$ cat config.mk
export PLATFORM = sky130hd
export DESIGN_NAME = instruction_format_decoder
export DESIGN_NICKNAME = d
export VERILOG_FILES = /design/src/decode_pkg.sv /design/src/phase_if.sv /design/src/instruction_format_decoder.sv /design/src/cycle_sequencer.sv
export SDC_FILE = /design/constraint.sdc
export NUM_CORES = 1
export LEC_CHECK = 0
export BUFFER_PORTS_ARGS = -buffer_cell sky130_fd_sc_hd__buf_4
export CORE_ASPECT_RATIO = 1.25
export CORE_MARGIN = 5
export CORE_UTILIZATION = 53
export DETAILED_ROUTE_END_ITERATION = 8
export PLACE_DENSITY = 0.93
export SETUP_SLACK_MARGIN = 0.05
export SLEW_MARGIN = 15
export SYNTH_ARGS = -nofsm -noshare
export SYNTH_HDL_FRONTEND = slang
export SYNTH_SLANG_ARGS = --single-unit
$ cat constraint.sdc
create_clock -name sys_clk -period 2.95 [get_ports sys_clk]
set_input_delay 0.1475 -clock sys_clk [delete_from_list [all_inputs] [get_ports sys_clk]]
set_output_delay 0.1475 -clock sys_clk [all_outputs]
set_load 0.02 [all_outputs]
$ cat src/decode_pkg.sv
package decode_pkg;
  // Word and field widths
  localparam int WORD_W = 12;
  localparam int OPC_W = 6;
  localparam int FILE_W = 5;
  localparam int BANK_W = 2;
  localparam int ADDR_W = 7;
  localparam int BIT_W = 3;
  localparam int MASK_W = 8;
  localparam int LIT_W = 8;
  localparam int JMP_W = 9;

  // Field positions
  localparam int BYTE_OPC_HI = 11;
  localparam int BYTE_OPC_LO = 6;
  localparam int DEST_POS = 5;
  localparam int FILE_HI = 4;
  localparam int FILE_LO = 0;
  localparam int BIT_OPC_LO = 8;
  localparam int BIT_HI = 7;
  localparam int BIT_LO = 5;
  localparam int LIT_OPC_LO = 8;
  localparam int LIT_HI = 7;
  localparam int JMP_OPC_LO = 9;
  localparam int JMP_HI = 8;

  // Register file address space
  localparam logic [ADDR_W-1:0] ADDR_MIN = 7'h00;
  localparam logic [ADDR_W-1:0] ADDR_MAX = 7'h7f;
  localparam logic [FILE_W-1:0] PTR_LOW_FILE = 5'h02;

  // Destination select encoding
  localparam logic DEST_ACC = 1'b0;
  localparam logic DEST_FILE = 1'b1;

  // Class and opcode codes
  localparam logic [1:0] TOP_BYTE = 2'h0;
  localparam logic [1:0] TOP_BIT = 2'h1;
  localparam logic [2:0] OPC_JUMP = 3'h5;
  localparam logic [3:0] OPC_BIT_SKIP_CLR = 4'h6;
  localparam logic [3:0] OPC_BIT_SKIP_SET = 4'h7;
  localparam logic [5:0] OPC_DEC_SKIP = 6'h0b;
  localparam logic [5:0] OPC_INC_SKIP = 6'h0f;
  localparam logic [3:0] OPC_CALL = 4'h9;
  localparam logic [3:0] OPC_RET_LIT = 4'h8;

  // Instruction cycle timing
  localparam int OSC_PER_CYCLE = 4;
  localparam logic [1:0] PHASE_FIRST = 2'h0;
  localparam logic [1:0] PHASE_LAST = 2'(OSC_PER_CYCLE - 1);

  // Reset values
  localparam logic [WORD_W-1:0] WORD_RST = 12'h000;

  typedef enum logic [1:0] {class_byte, class_bit, class_literal, class_jump} op_class_e;
  typedef enum logic {seq_exec, seq_flush} seq_state_e;

  function automatic op_class_e class_of(input logic [WORD_W-1:0] w);
    if (w[11:10] == TOP_BYTE) begin
      class_of = class_byte;
    end else if (w[11:10] == TOP_BIT) begin
      class_of = class_bit;
    end else if (w[11:9] == OPC_JUMP) begin
      class_of = class_jump;
    end else begin
      class_of = class_literal;
    end
  endfunction
endpackage

$ cat src/phase_if.sv
interface phase_if;
  logic [1:0] phase;
  logic cycle_end;
  modport seq (output phase, output cycle_end);
  modport dec (input phase, input cycle_end);
endinterface

$ cat src/instruction_format_decoder.sv
// Notes on behaviour
// RULE1: Every instruction is one 12-bit word: opcode plus operand fields.
// RULE2: File operand addresses the data register space 0x00 to 0x7F.
// RULE3: Destination bit 0 sends result to accumulator, 1 to the file.
// RULE4: Byte ops: opcode bits 11-6, destination bit 5, file bits 4-0.
// RULE5: Bit ops: opcode bits 11-8, bit index bits 7-5, file bits 4-0.
// RULE6: Bit index selects one bit of the addressed 8-bit register.
// RULE7: Literal and control ops: opcode bits 11-8, literal bits 7-0.
// RULE8: Unconditional jump: opcode bits 11-9, target bits 8-0.
// RULE9: One cycle per instruction; two on true test or pointer change.
// RULE10: One instruction cycle equals four oscillator periods.
// RULE11: Address bits above the 5-bit field come from bank select.
module instruction_format_decoder (
  // Clock and reset
  input wire logic sys_clk,
  input wire logic reset_n,
  // Instruction and context
  input wire logic [11:0] instr_word,
  input wire logic [1:0] bank_select,
  input wire logic cond_true,
  // Sequencing
  output logic [1:0] phase,
  output logic fetch_q,
  output logic exec_valid_q,
  output logic second_cycle_q,
  // Decoded fields
  output decode_pkg::op_class_e class_q,
  output logic [5:0] opcode_q,
  output logic dest_file_q,
  output logic dest_acc_q,
  output logic [6:0] file_addr_q,
  output logic [2:0] bit_index_q,
  output logic [7:0] bit_mask_q,
  output logic [7:0] literal_q,
  output logic [8:0] jump_target_q,
  output logic skip_op_q,
  output logic pc_change_q
);
  phase_if ph ();
  decode_pkg::seq_state_e state_q;
  decode_pkg::op_class_e class_d;
  logic [5:0] opcode_d;
  logic [7:0] mask_d;
  logic skip_d;
  logic pc_change_d;
  logic redirect;
  logic take_now;

  cycle_sequencer u_seq (
    .sys_clk(sys_clk),
    .reset_n(reset_n),
    .ph(ph.seq)
  );

  assign phase = ph.phase;

  // One decoded bit per position of the 8-bit file register
  for (genvar i = 0; i < decode_pkg::MASK_W; i++) begin : g_mask
    assign mask_d[i] = (instr_word[decode_pkg::BIT_HI:decode_pkg::BIT_LO] == 3'(i)); // [RULE6]
  end

  always_comb begin
    class_d = decode_pkg::class_of(instr_word); // [RULE1]
    opcode_d = 6'h00;
    skip_d = 1'b0;
    pc_change_d = 1'b0;
    case (class_d)
      decode_pkg::class_byte: begin
        opcode_d = instr_word[decode_pkg::BYTE_OPC_HI:decode_pkg::BYTE_OPC_LO]; // [RULE4]
        skip_d = (opcode_d == decode_pkg::OPC_DEC_SKIP) || (opcode_d == decode_pkg::OPC_INC_SKIP);
        // Writing the pointer low byte redirects the flow like a jump
        pc_change_d = (instr_word[decode_pkg::DEST_POS] == decode_pkg::DEST_FILE) &&
                      (instr_word[decode_pkg::FILE_HI:decode_pkg::FILE_LO] ==
                       decode_pkg::PTR_LOW_FILE);
      end
      decode_pkg::class_bit: begin
        opcode_d = {2'h0, instr_word[11:decode_pkg::BIT_OPC_LO]}; // [RULE5]
        skip_d = (opcode_d[3:0] == decode_pkg::OPC_BIT_SKIP_CLR) ||
                 (opcode_d[3:0] == decode_pkg::OPC_BIT_SKIP_SET);
      end
      decode_pkg::class_literal: begin
        opcode_d = {2'h0, instr_word[11:decode_pkg::LIT_OPC_LO]}; // [RULE7]
        pc_change_d = (opcode_d[3:0] == decode_pkg::OPC_CALL) ||
                      (opcode_d[3:0] == decode_pkg::OPC_RET_LIT);
      end
      decode_pkg::class_jump: begin
        opcode_d = {3'h0, instr_word[11:decode_pkg::JMP_OPC_LO]}; // [RULE8]
        pc_change_d = 1'b1;
      end
      default: begin
        opcode_d = 6'h00;
      end
    endcase
  end

  // Prefetched word is discarded when the running one redirects [RULE9]
  assign redirect = (state_q == decode_pkg::seq_exec) && exec_valid_q &&
                    (pc_change_q || (skip_op_q && cond_true));
  assign take_now = ph.cycle_end && !redirect;

  always_ff @(posedge sys_clk) begin
    if (!reset_n) begin
      state_q <= decode_pkg::seq_exec;
      second_cycle_q <= 1'b0;
    end else if (ph.cycle_end) begin
      state_q <= redirect ? decode_pkg::seq_flush : decode_pkg::seq_exec; // [RULE9]
      second_cycle_q <= redirect;
    end
  end

  always_ff @(posedge sys_clk) begin
    if (!reset_n) begin
      fetch_q <= 1'b0;
      exec_valid_q <= 1'b0;
    end else begin
      fetch_q <= take_now;
      if (ph.cycle_end) begin
        exec_valid_q <= take_now;
      end
    end
  end

  always_ff @(posedge sys_clk) begin
    if (!reset_n) begin
      class_q <= decode_pkg::class_byte;
      opcode_q <= 6'h00;
      dest_file_q <= 1'b0;
      dest_acc_q <= 1'b0;
      file_addr_q <= decode_pkg::ADDR_MIN;
      bit_index_q <= 3'h0;
      bit_mask_q <= 8'h00;
      literal_q <= 8'h00;
      jump_target_q <= 9'h000;
      skip_op_q <= 1'b0;
      pc_change_q <= 1'b0;
    end else if (take_now) begin
      class_q <= class_d;
      opcode_q <= opcode_d;
      // Destination meaningful for byte ops only [RULE3]
      dest_file_q <= (class_d == decode_pkg::class_byte) &&
                     (instr_word[decode_pkg::DEST_POS] == decode_pkg::DEST_FILE);
      dest_acc_q <= (class_d == decode_pkg::class_byte) &&
                    (instr_word[decode_pkg::DEST_POS] == decode_pkg::DEST_ACC);
      // Bank bits extend the 5-bit field to the full space [RULE2] [RULE11]
      file_addr_q <= {bank_select, instr_word[decode_pkg::FILE_HI:decode_pkg::FILE_LO]};
      bit_index_q <= instr_word[decode_pkg::BIT_HI:decode_pkg::BIT_LO]; // [RULE5]
      bit_mask_q <= mask_d; // [RULE6]
      literal_q <= instr_word[decode_pkg::LIT_HI:0]; // [RULE7]
      jump_target_q <= instr_word[decode_pkg::JMP_HI:0]; // [RULE8]
      skip_op_q <= skip_d;
      pc_change_q <= pc_change_d;
    end
  end

  // Helper copies of the inputs for the checks below
  logic [11:0] last_word_q;
  logic [1:0] last_bank_q;
  always_ff @(posedge sys_clk) begin
    if (!reset_n) begin
      last_word_q <= decode_pkg::WORD_RST;
      last_bank_q <= 2'h0;
    end else begin
      last_word_q <= instr_word;
      last_bank_q <= bank_select;
    end
  end

  chk_class_from_word: assert property (@(posedge sys_clk) disable iff (!reset_n) // [RULE1]
    fetch_q |-> class_q == decode_pkg::class_of(last_word_q))
    else $error("class does not match fetched word");
  chk_file_addr_bank: assert property (@(posedge sys_clk) disable iff (!reset_n) // [RULE2]
    fetch_q |-> file_addr_q == {last_bank_q, last_word_q[4:0]} && file_addr_q <= decode_pkg::ADDR_MAX)
    else $error("file address wrong");
  chk_bank_upper: assert property (@(posedge sys_clk) disable iff (!reset_n) // [RULE11]
    fetch_q |-> file_addr_q[6:5] == last_bank_q)
    else $error("upper address bits not from bank select");
  chk_dest_select: assert property (@(posedge sys_clk) disable iff (!reset_n) // [RULE3]
    fetch_q && class_q == decode_pkg::class_byte |->
      dest_file_q == last_word_q[5] && dest_acc_q == !last_word_q[5])
    else $error("destination select wrong");
  chk_byte_fields: assert property (@(posedge sys_clk) disable iff (!reset_n) // [RULE4]
    fetch_q && class_q == decode_pkg::class_byte |-> opcode_q == last_word_q[11:6])
    else $error("byte opcode wrong");
  chk_bit_fields: assert property (@(posedge sys_clk) disable iff (!reset_n) // [RULE5]
    fetch_q && class_q == decode_pkg::class_bit |->
      opcode_q == {2'h0, last_word_q[11:8]} && bit_index_q == last_word_q[7:5])
    else $error("bit opcode or index wrong");
  chk_bit_mask_onehot: assert property (@(posedge sys_clk) disable iff (!reset_n) // [RULE6]
    exec_valid_q |-> $onehot(bit_mask_q) && bit_mask_q[bit_index_q])
    else $error("bit mask not one-hot at index");
  chk_literal_fields: assert property (@(posedge sys_clk) disable iff (!reset_n) // [RULE7]
    fetch_q && class_q == decode_pkg::class_literal |->
      opcode_q == {2'h0, last_word_q[11:8]} && literal_q == last_word_q[7:0])
    else $error("literal fields wrong");
  chk_jump_fields: assert property (@(posedge sys_clk) disable iff (!reset_n) // [RULE8]
    fetch_q && class_q == decode_pkg::class_jump |->
      opcode_q == {3'h0, last_word_q[11:9]} && jump_target_q == last_word_q[8:0])
    else $error("jump fields wrong");
  chk_two_cycle_redirect: assert property (@(posedge sys_clk) disable iff (!reset_n) // [RULE9]
    ph.cycle_end && redirect |=> second_cycle_q && !exec_valid_q && !fetch_q [*4] ##1 fetch_q)
    else $error("redirect did not insert one empty cycle");
  chk_one_cycle_plain: assert property (@(posedge sys_clk) disable iff (!reset_n) // [RULE9]
    ph.cycle_end && !redirect |=> fetch_q && !second_cycle_q)
    else $error("plain instruction not followed by fetch");
  chk_fetch_spacing: assert property (@(posedge sys_clk) disable iff (!reset_n) // [RULE10]
    fetch_q |=> !fetch_q [*3])
    else $error("fetches closer than four periods");
  chk_jump_redirects: assert property (@(posedge sys_clk) disable iff (!reset_n) // [RULE9]
    fetch_q && class_q == decode_pkg::class_jump |-> pc_change_q && !skip_op_q)
    else $error("jump not marked as pointer change");

  cov_skip_taken: cover property (@(posedge sys_clk) disable iff (!reset_n)
    ph.cycle_end && exec_valid_q && skip_op_q && cond_true);
  cov_jump_flush: cover property (@(posedge sys_clk) disable iff (!reset_n)
    ph.cycle_end && exec_valid_q && class_q == decode_pkg::class_jump);
  cov_byte_to_file: cover property (@(posedge sys_clk) disable iff (!reset_n)
    fetch_q && class_q == decode_pkg::class_byte && dest_file_q);
  cov_bit_op: cover property (@(posedge sys_clk) disable iff (!reset_n)
    fetch_q && class_q == decode_pkg::class_bit && bit_index_q == 3'h7);
  cov_pointer_write: cover property (@(posedge sys_clk) disable iff (!reset_n)
    fetch_q && class_q == decode_pkg::class_byte && pc_change_q);
endmodule // instruction_format_decoder

$ cat src/cycle_sequencer.sv
module cycle_sequencer (
  // Clock and reset
  input wire logic sys_clk,
  input wire logic reset_n,
  // Phase outputs
  phase_if.seq ph
);
  logic [1:0] phase_q;

  // Four oscillator periods per instruction cycle [RULE10]
  always_ff @(posedge sys_clk) begin
    if (!reset_n) begin
      phase_q <= decode_pkg::PHASE_FIRST;
    end else if (phase_q == decode_pkg::PHASE_LAST) begin
      phase_q <= decode_pkg::PHASE_FIRST;
    end else begin
      phase_q <= phase_q + 2'h1;
    end
  end

  assign ph.phase = phase_q;
  assign ph.cycle_end = (phase_q == decode_pkg::PHASE_LAST);

  chk_cycle_four_periods: assert property (@(posedge sys_clk) disable iff (!reset_n) // [RULE10]
    ph.cycle_end |=> !ph.cycle_end [*3] ##1 ph.cycle_end)
    else $error("instruction cycle is not four clock periods");
endmodule // cycle_sequencer

==> metrics <==
die height between 70 and 80 µm; Design Area, Final roughly 0.0023 mm²; number of filler instances in the final layout a little under 300; main combinational cell family by area after synthesis compound AO/OA/AOI/OAI gates; CTS H-Tree Depth 2; number of maximum-capacitance violations 0; First-pass DRT Iterations 4; path class of the lowest-slack min-delay path in -> reg; count of input and output buffers around 70; count of synthesis-stage warnings from yosys 0; worst-case reg-to-reg path depth 4; main area contributors after synthesis sky130_fd_sc_hd__dfxtp_1 38%, sky130_fd_sc_hd__o221ai_1 10%, sky130_fd_sc_hd__buf_4 7.5%, sky130_fd_sc_hd__a21oi_1 7.4%, sky130_fd_sc_hd__o211ai_1 5.5%; CP Cell Sequence ha_1 > inv_1 > a21oi_1 > a311oi_1; core region area approximately 0.0035 mm²; number of antenna violations at the first check in global routing 0; number of buffer and inverter stages on the critical path 1; critical path required time 3.09 ns; complex-gate fraction of the synthesized area 0.372; first-pass GRT wire length around 8 mm; transition time at the pin with the least slew margin between 0.9 and 1 ns; placer's final routability congestion estimate just over 0.9; element type at the critical path end flop; final-stage net count about 260; Static Leak approximately 0.00095 µW; FF+latch count, synth 36; Setup-failing EPs final 0; DP Area ~0.0022 mm²; peak supply drop slightly above 0.5 mV; total gr overflow 0; Seq/Total Area, Yosys 0.380; hold bufs inserted after CTS 0; worst setup skew after layout between 0.006 and 0.007 ns; count of antenna diodes in the layout 0; fin crit period approximately 2 ns; number of clock sinks 36; fraction of synthesis flops using an asynchronous set or reset pin 0; Num CTS Buffers 5; simple-gate portion of the synthesized area 0.0804; setup repair after global routing missed its margin no; top-count cell post-synth sky130_fd_sc_hd__dfxtp_1; Initial Utilization 0.545; Total Die Area 0.00489 mm²; cell type with the largest total area after synthesis sky130_fd_sc_hd__dfxtp_1; DPL Wire Length ~3.4 mm; data arrival time of the critical path 2.16 ns; Clock Path Buffers 2; share of the synthesized area in the top cell type 0.380; clock latency on the worst-skew pair around 0.3 ns; Power per Cell Area 522 mW/mm²; number of top-level design ports 69; nets in the synthesized netlist 227; placement row count 24; DRT iter0 DRCs 104; Resized cells post-CTS 0; share of cell area taken by muxes after synthesis 0; adder-cell area share of the yosys netlist 0.0132; CP max FO 30; area grow syn2layout 23.2%; Pins Over Slew Limit 0; Routed WL about 4.9 mm; Min-Delay Path Depth 2; die outline width 63.5 µm; vias per std cell about 6.5; maximum number of pins on one net before global-route repair 31; CTS Root Buffer Type sky130_fd_sc_hd__clkbuf_8; DRC Markers 0; number of distinct library cell variants in the gate-level netlist after synthesis 36; antenna-violating nets left 0; instance count on the critical path 4; number of enable-type register cells in the synthesized netlist 0; xor/xnor share of the synthesized area 0; TritonCTS clock tree built; number of instances in the synthesized netlist 208; vias in the first global route ~1700; share of final-layout standard cells stronger than drive strength 1 0.344; kind of cell adding the most delay to the critical path compound AO/OA/AOI/OAI gates; biggest cell delay along the critical path ~0.52 ns; Layout Utilization 0.671; final sum of negative setup slack 0 ns; final worst-path cycle share 0.685; type of element launching the critical path flop; post-CTS setup buffer count 0; slowest stage cell, crit path sky130_fd_sc_hd__a21oi_1; Worst slew margin 0.396; top cells by instance count after synthesis 36 x sky130_fd_sc_hd__dfxtp_1, 28 x sky130_fd_sc_hd__a21oi_1, 22 x sky130_fd_sc_hd__o221ai_1, 19 x sky130_fd_sc_hd__buf_4, 17 x sky130_fd_sc_hd__buf_2; Max Freq between 400 and 500 MHz; synthesized cell area approximately 0.0019 mm²; average cell area after synthesis 9.13 µm²; flip-flop cell with the highest count after synthesis sky130_fd_sc_hd__dfxtp_1; total track usage 0.200; result of the run finished clean; critical path start-end classification reg -> reg; count of final hold-check violations 0; post-CTS clock slew at the launch and capture registers of the worst setup and hold paths 0.07 ns; total number of vias about 1800; mean routed wirelength per cell about 17 µm
## final cells by class
cell class,instances,area (µm²),area share
inverter,6,22.5,0.00963
multi-input combinational,123,887,0.379
clock inverter,1,30.0,0.0128
sequential,36,721,0.308
timing repair buffer,71,533,0.228
tap,39,48.8,0.0209
clock buffer,7,96.3,0.0412
## cell families (layout without fill, tap and decap cells)
group / after synthesis / in the layout
flops: 36 / 36
buf+inv: 49 / 85
fa+ha+maj: 2 / 2
simple gates: 28 / 28
compound gates: 93 / 93
## worst reg2reg max path, cell delays in order, from the launching register on
cell and delay [ns]:
sky130_fd_sc_hd__dfxtp_1 0.36, sky130_fd_sc_hd__ha_1 0.36, sky130_fd_sc_hd__inv_1 0.48, sky130_fd_sc_hd__a21oi_1 0.52, sky130_fd_sc_hd__a311oi_1 0.15
## report_power, final
part,leakage [µW],internal (µW),switching [µW]
Combinational,0.000590,86.1,138
Clock,0.0000645,298,177
Sequential,0.000292,507,15.8
## final timing paths
check	start	endpoint	slack (ns)
max reg2reg	u_seq.ph.phase[0]	opcode_q[2]	0.93
min	instr_word[10]	pc_change_q	0.11
max	u_seq.ph.phase[0]	opcode_q[2]	0.93
min reg2reg	u_seq.ph.phase[0]	u_seq.ph.phase[0]	0.45
## layer usage
layer  vias to the layer above  GRT usage  part of all wire  routed length (µm)
li1                        858          -                 -                   -
met1                       864      0.242              0.40                1990
met2                        98      0.320              0.48                2350
met3                        13     0.0629             0.089                 438
met4                         0     0.0915             0.030                 150
met5                         -          0                 0                   0
## cells in the final DEF, fill, tap and decap left out, types with 2 or more instances in the layout
cell,count
sky130_fd_sc_hd__inv_1,6
sky130_fd_sc_hd__a221oi_1,3
sky130_fd_sc_hd__and3_1,3
sky130_fd_sc_hd__a211oi_1,2
sky130_fd_sc_hd__nor3_1,3
sky130_fd_sc_hd__clkbuf_8,7
sky130_fd_sc_hd__nor2b_1,4
sky130_fd_sc_hd__dfxtp_1,36
sky130_fd_sc_hd__o32ai_1,2
sky130_fd_sc_hd__a2111o_1,3
sky130_fd_sc_hd__o2111ai_1,8
sky130_fd_sc_hd__nor2_1,4
sky130_fd_sc_hd__a311oi_1,2
sky130_fd_sc_hd__ha_1,2
sky130_fd_sc_hd__nand2b_1,3
sky130_fd_sc_hd__a21oi_1,28
sky130_fd_sc_hd__buf_4,71
sky130_fd_sc_hd__o221ai_1,22
sky130_fd_sc_hd__nand2_1,6
sky130_fd_sc_hd__o211ai_1,14
## sequential cells by signal (all words and copies together), names as in the netlist
| register | count |
|---|---|
| file_addr_q | 7 |
| exec_valid_q | 1 |
| opcode_q | 6 |
| pc_change_q | 1 |
| dest_acc_q | 1 |
| u_seq.ph.phase | 2 |
| fetch_q | 1 |
| jump_target_q | 2 |
| bit_mask_q | 8 |
| bit_index_q | 2 |
| dest_file_q | 1 |
| skip_op_q | 1 |
| second_cycle_q | 1 |
| class_q | 2 |
## stage by stage
stage	setup slack, ns	hold WS [ns]	instances	total power (µW)
finish	0.929	0.114	283	1220
global route	0.672	0.118	283	1270
CTS	0.938	0.107	283	1230
detailed placement	0.931	0.417	275	757
global placement	1.09	0.421	275	750
floorplan	1.49	0.311	208	684
Note: power is estimated with default switching activity, not from simulation.
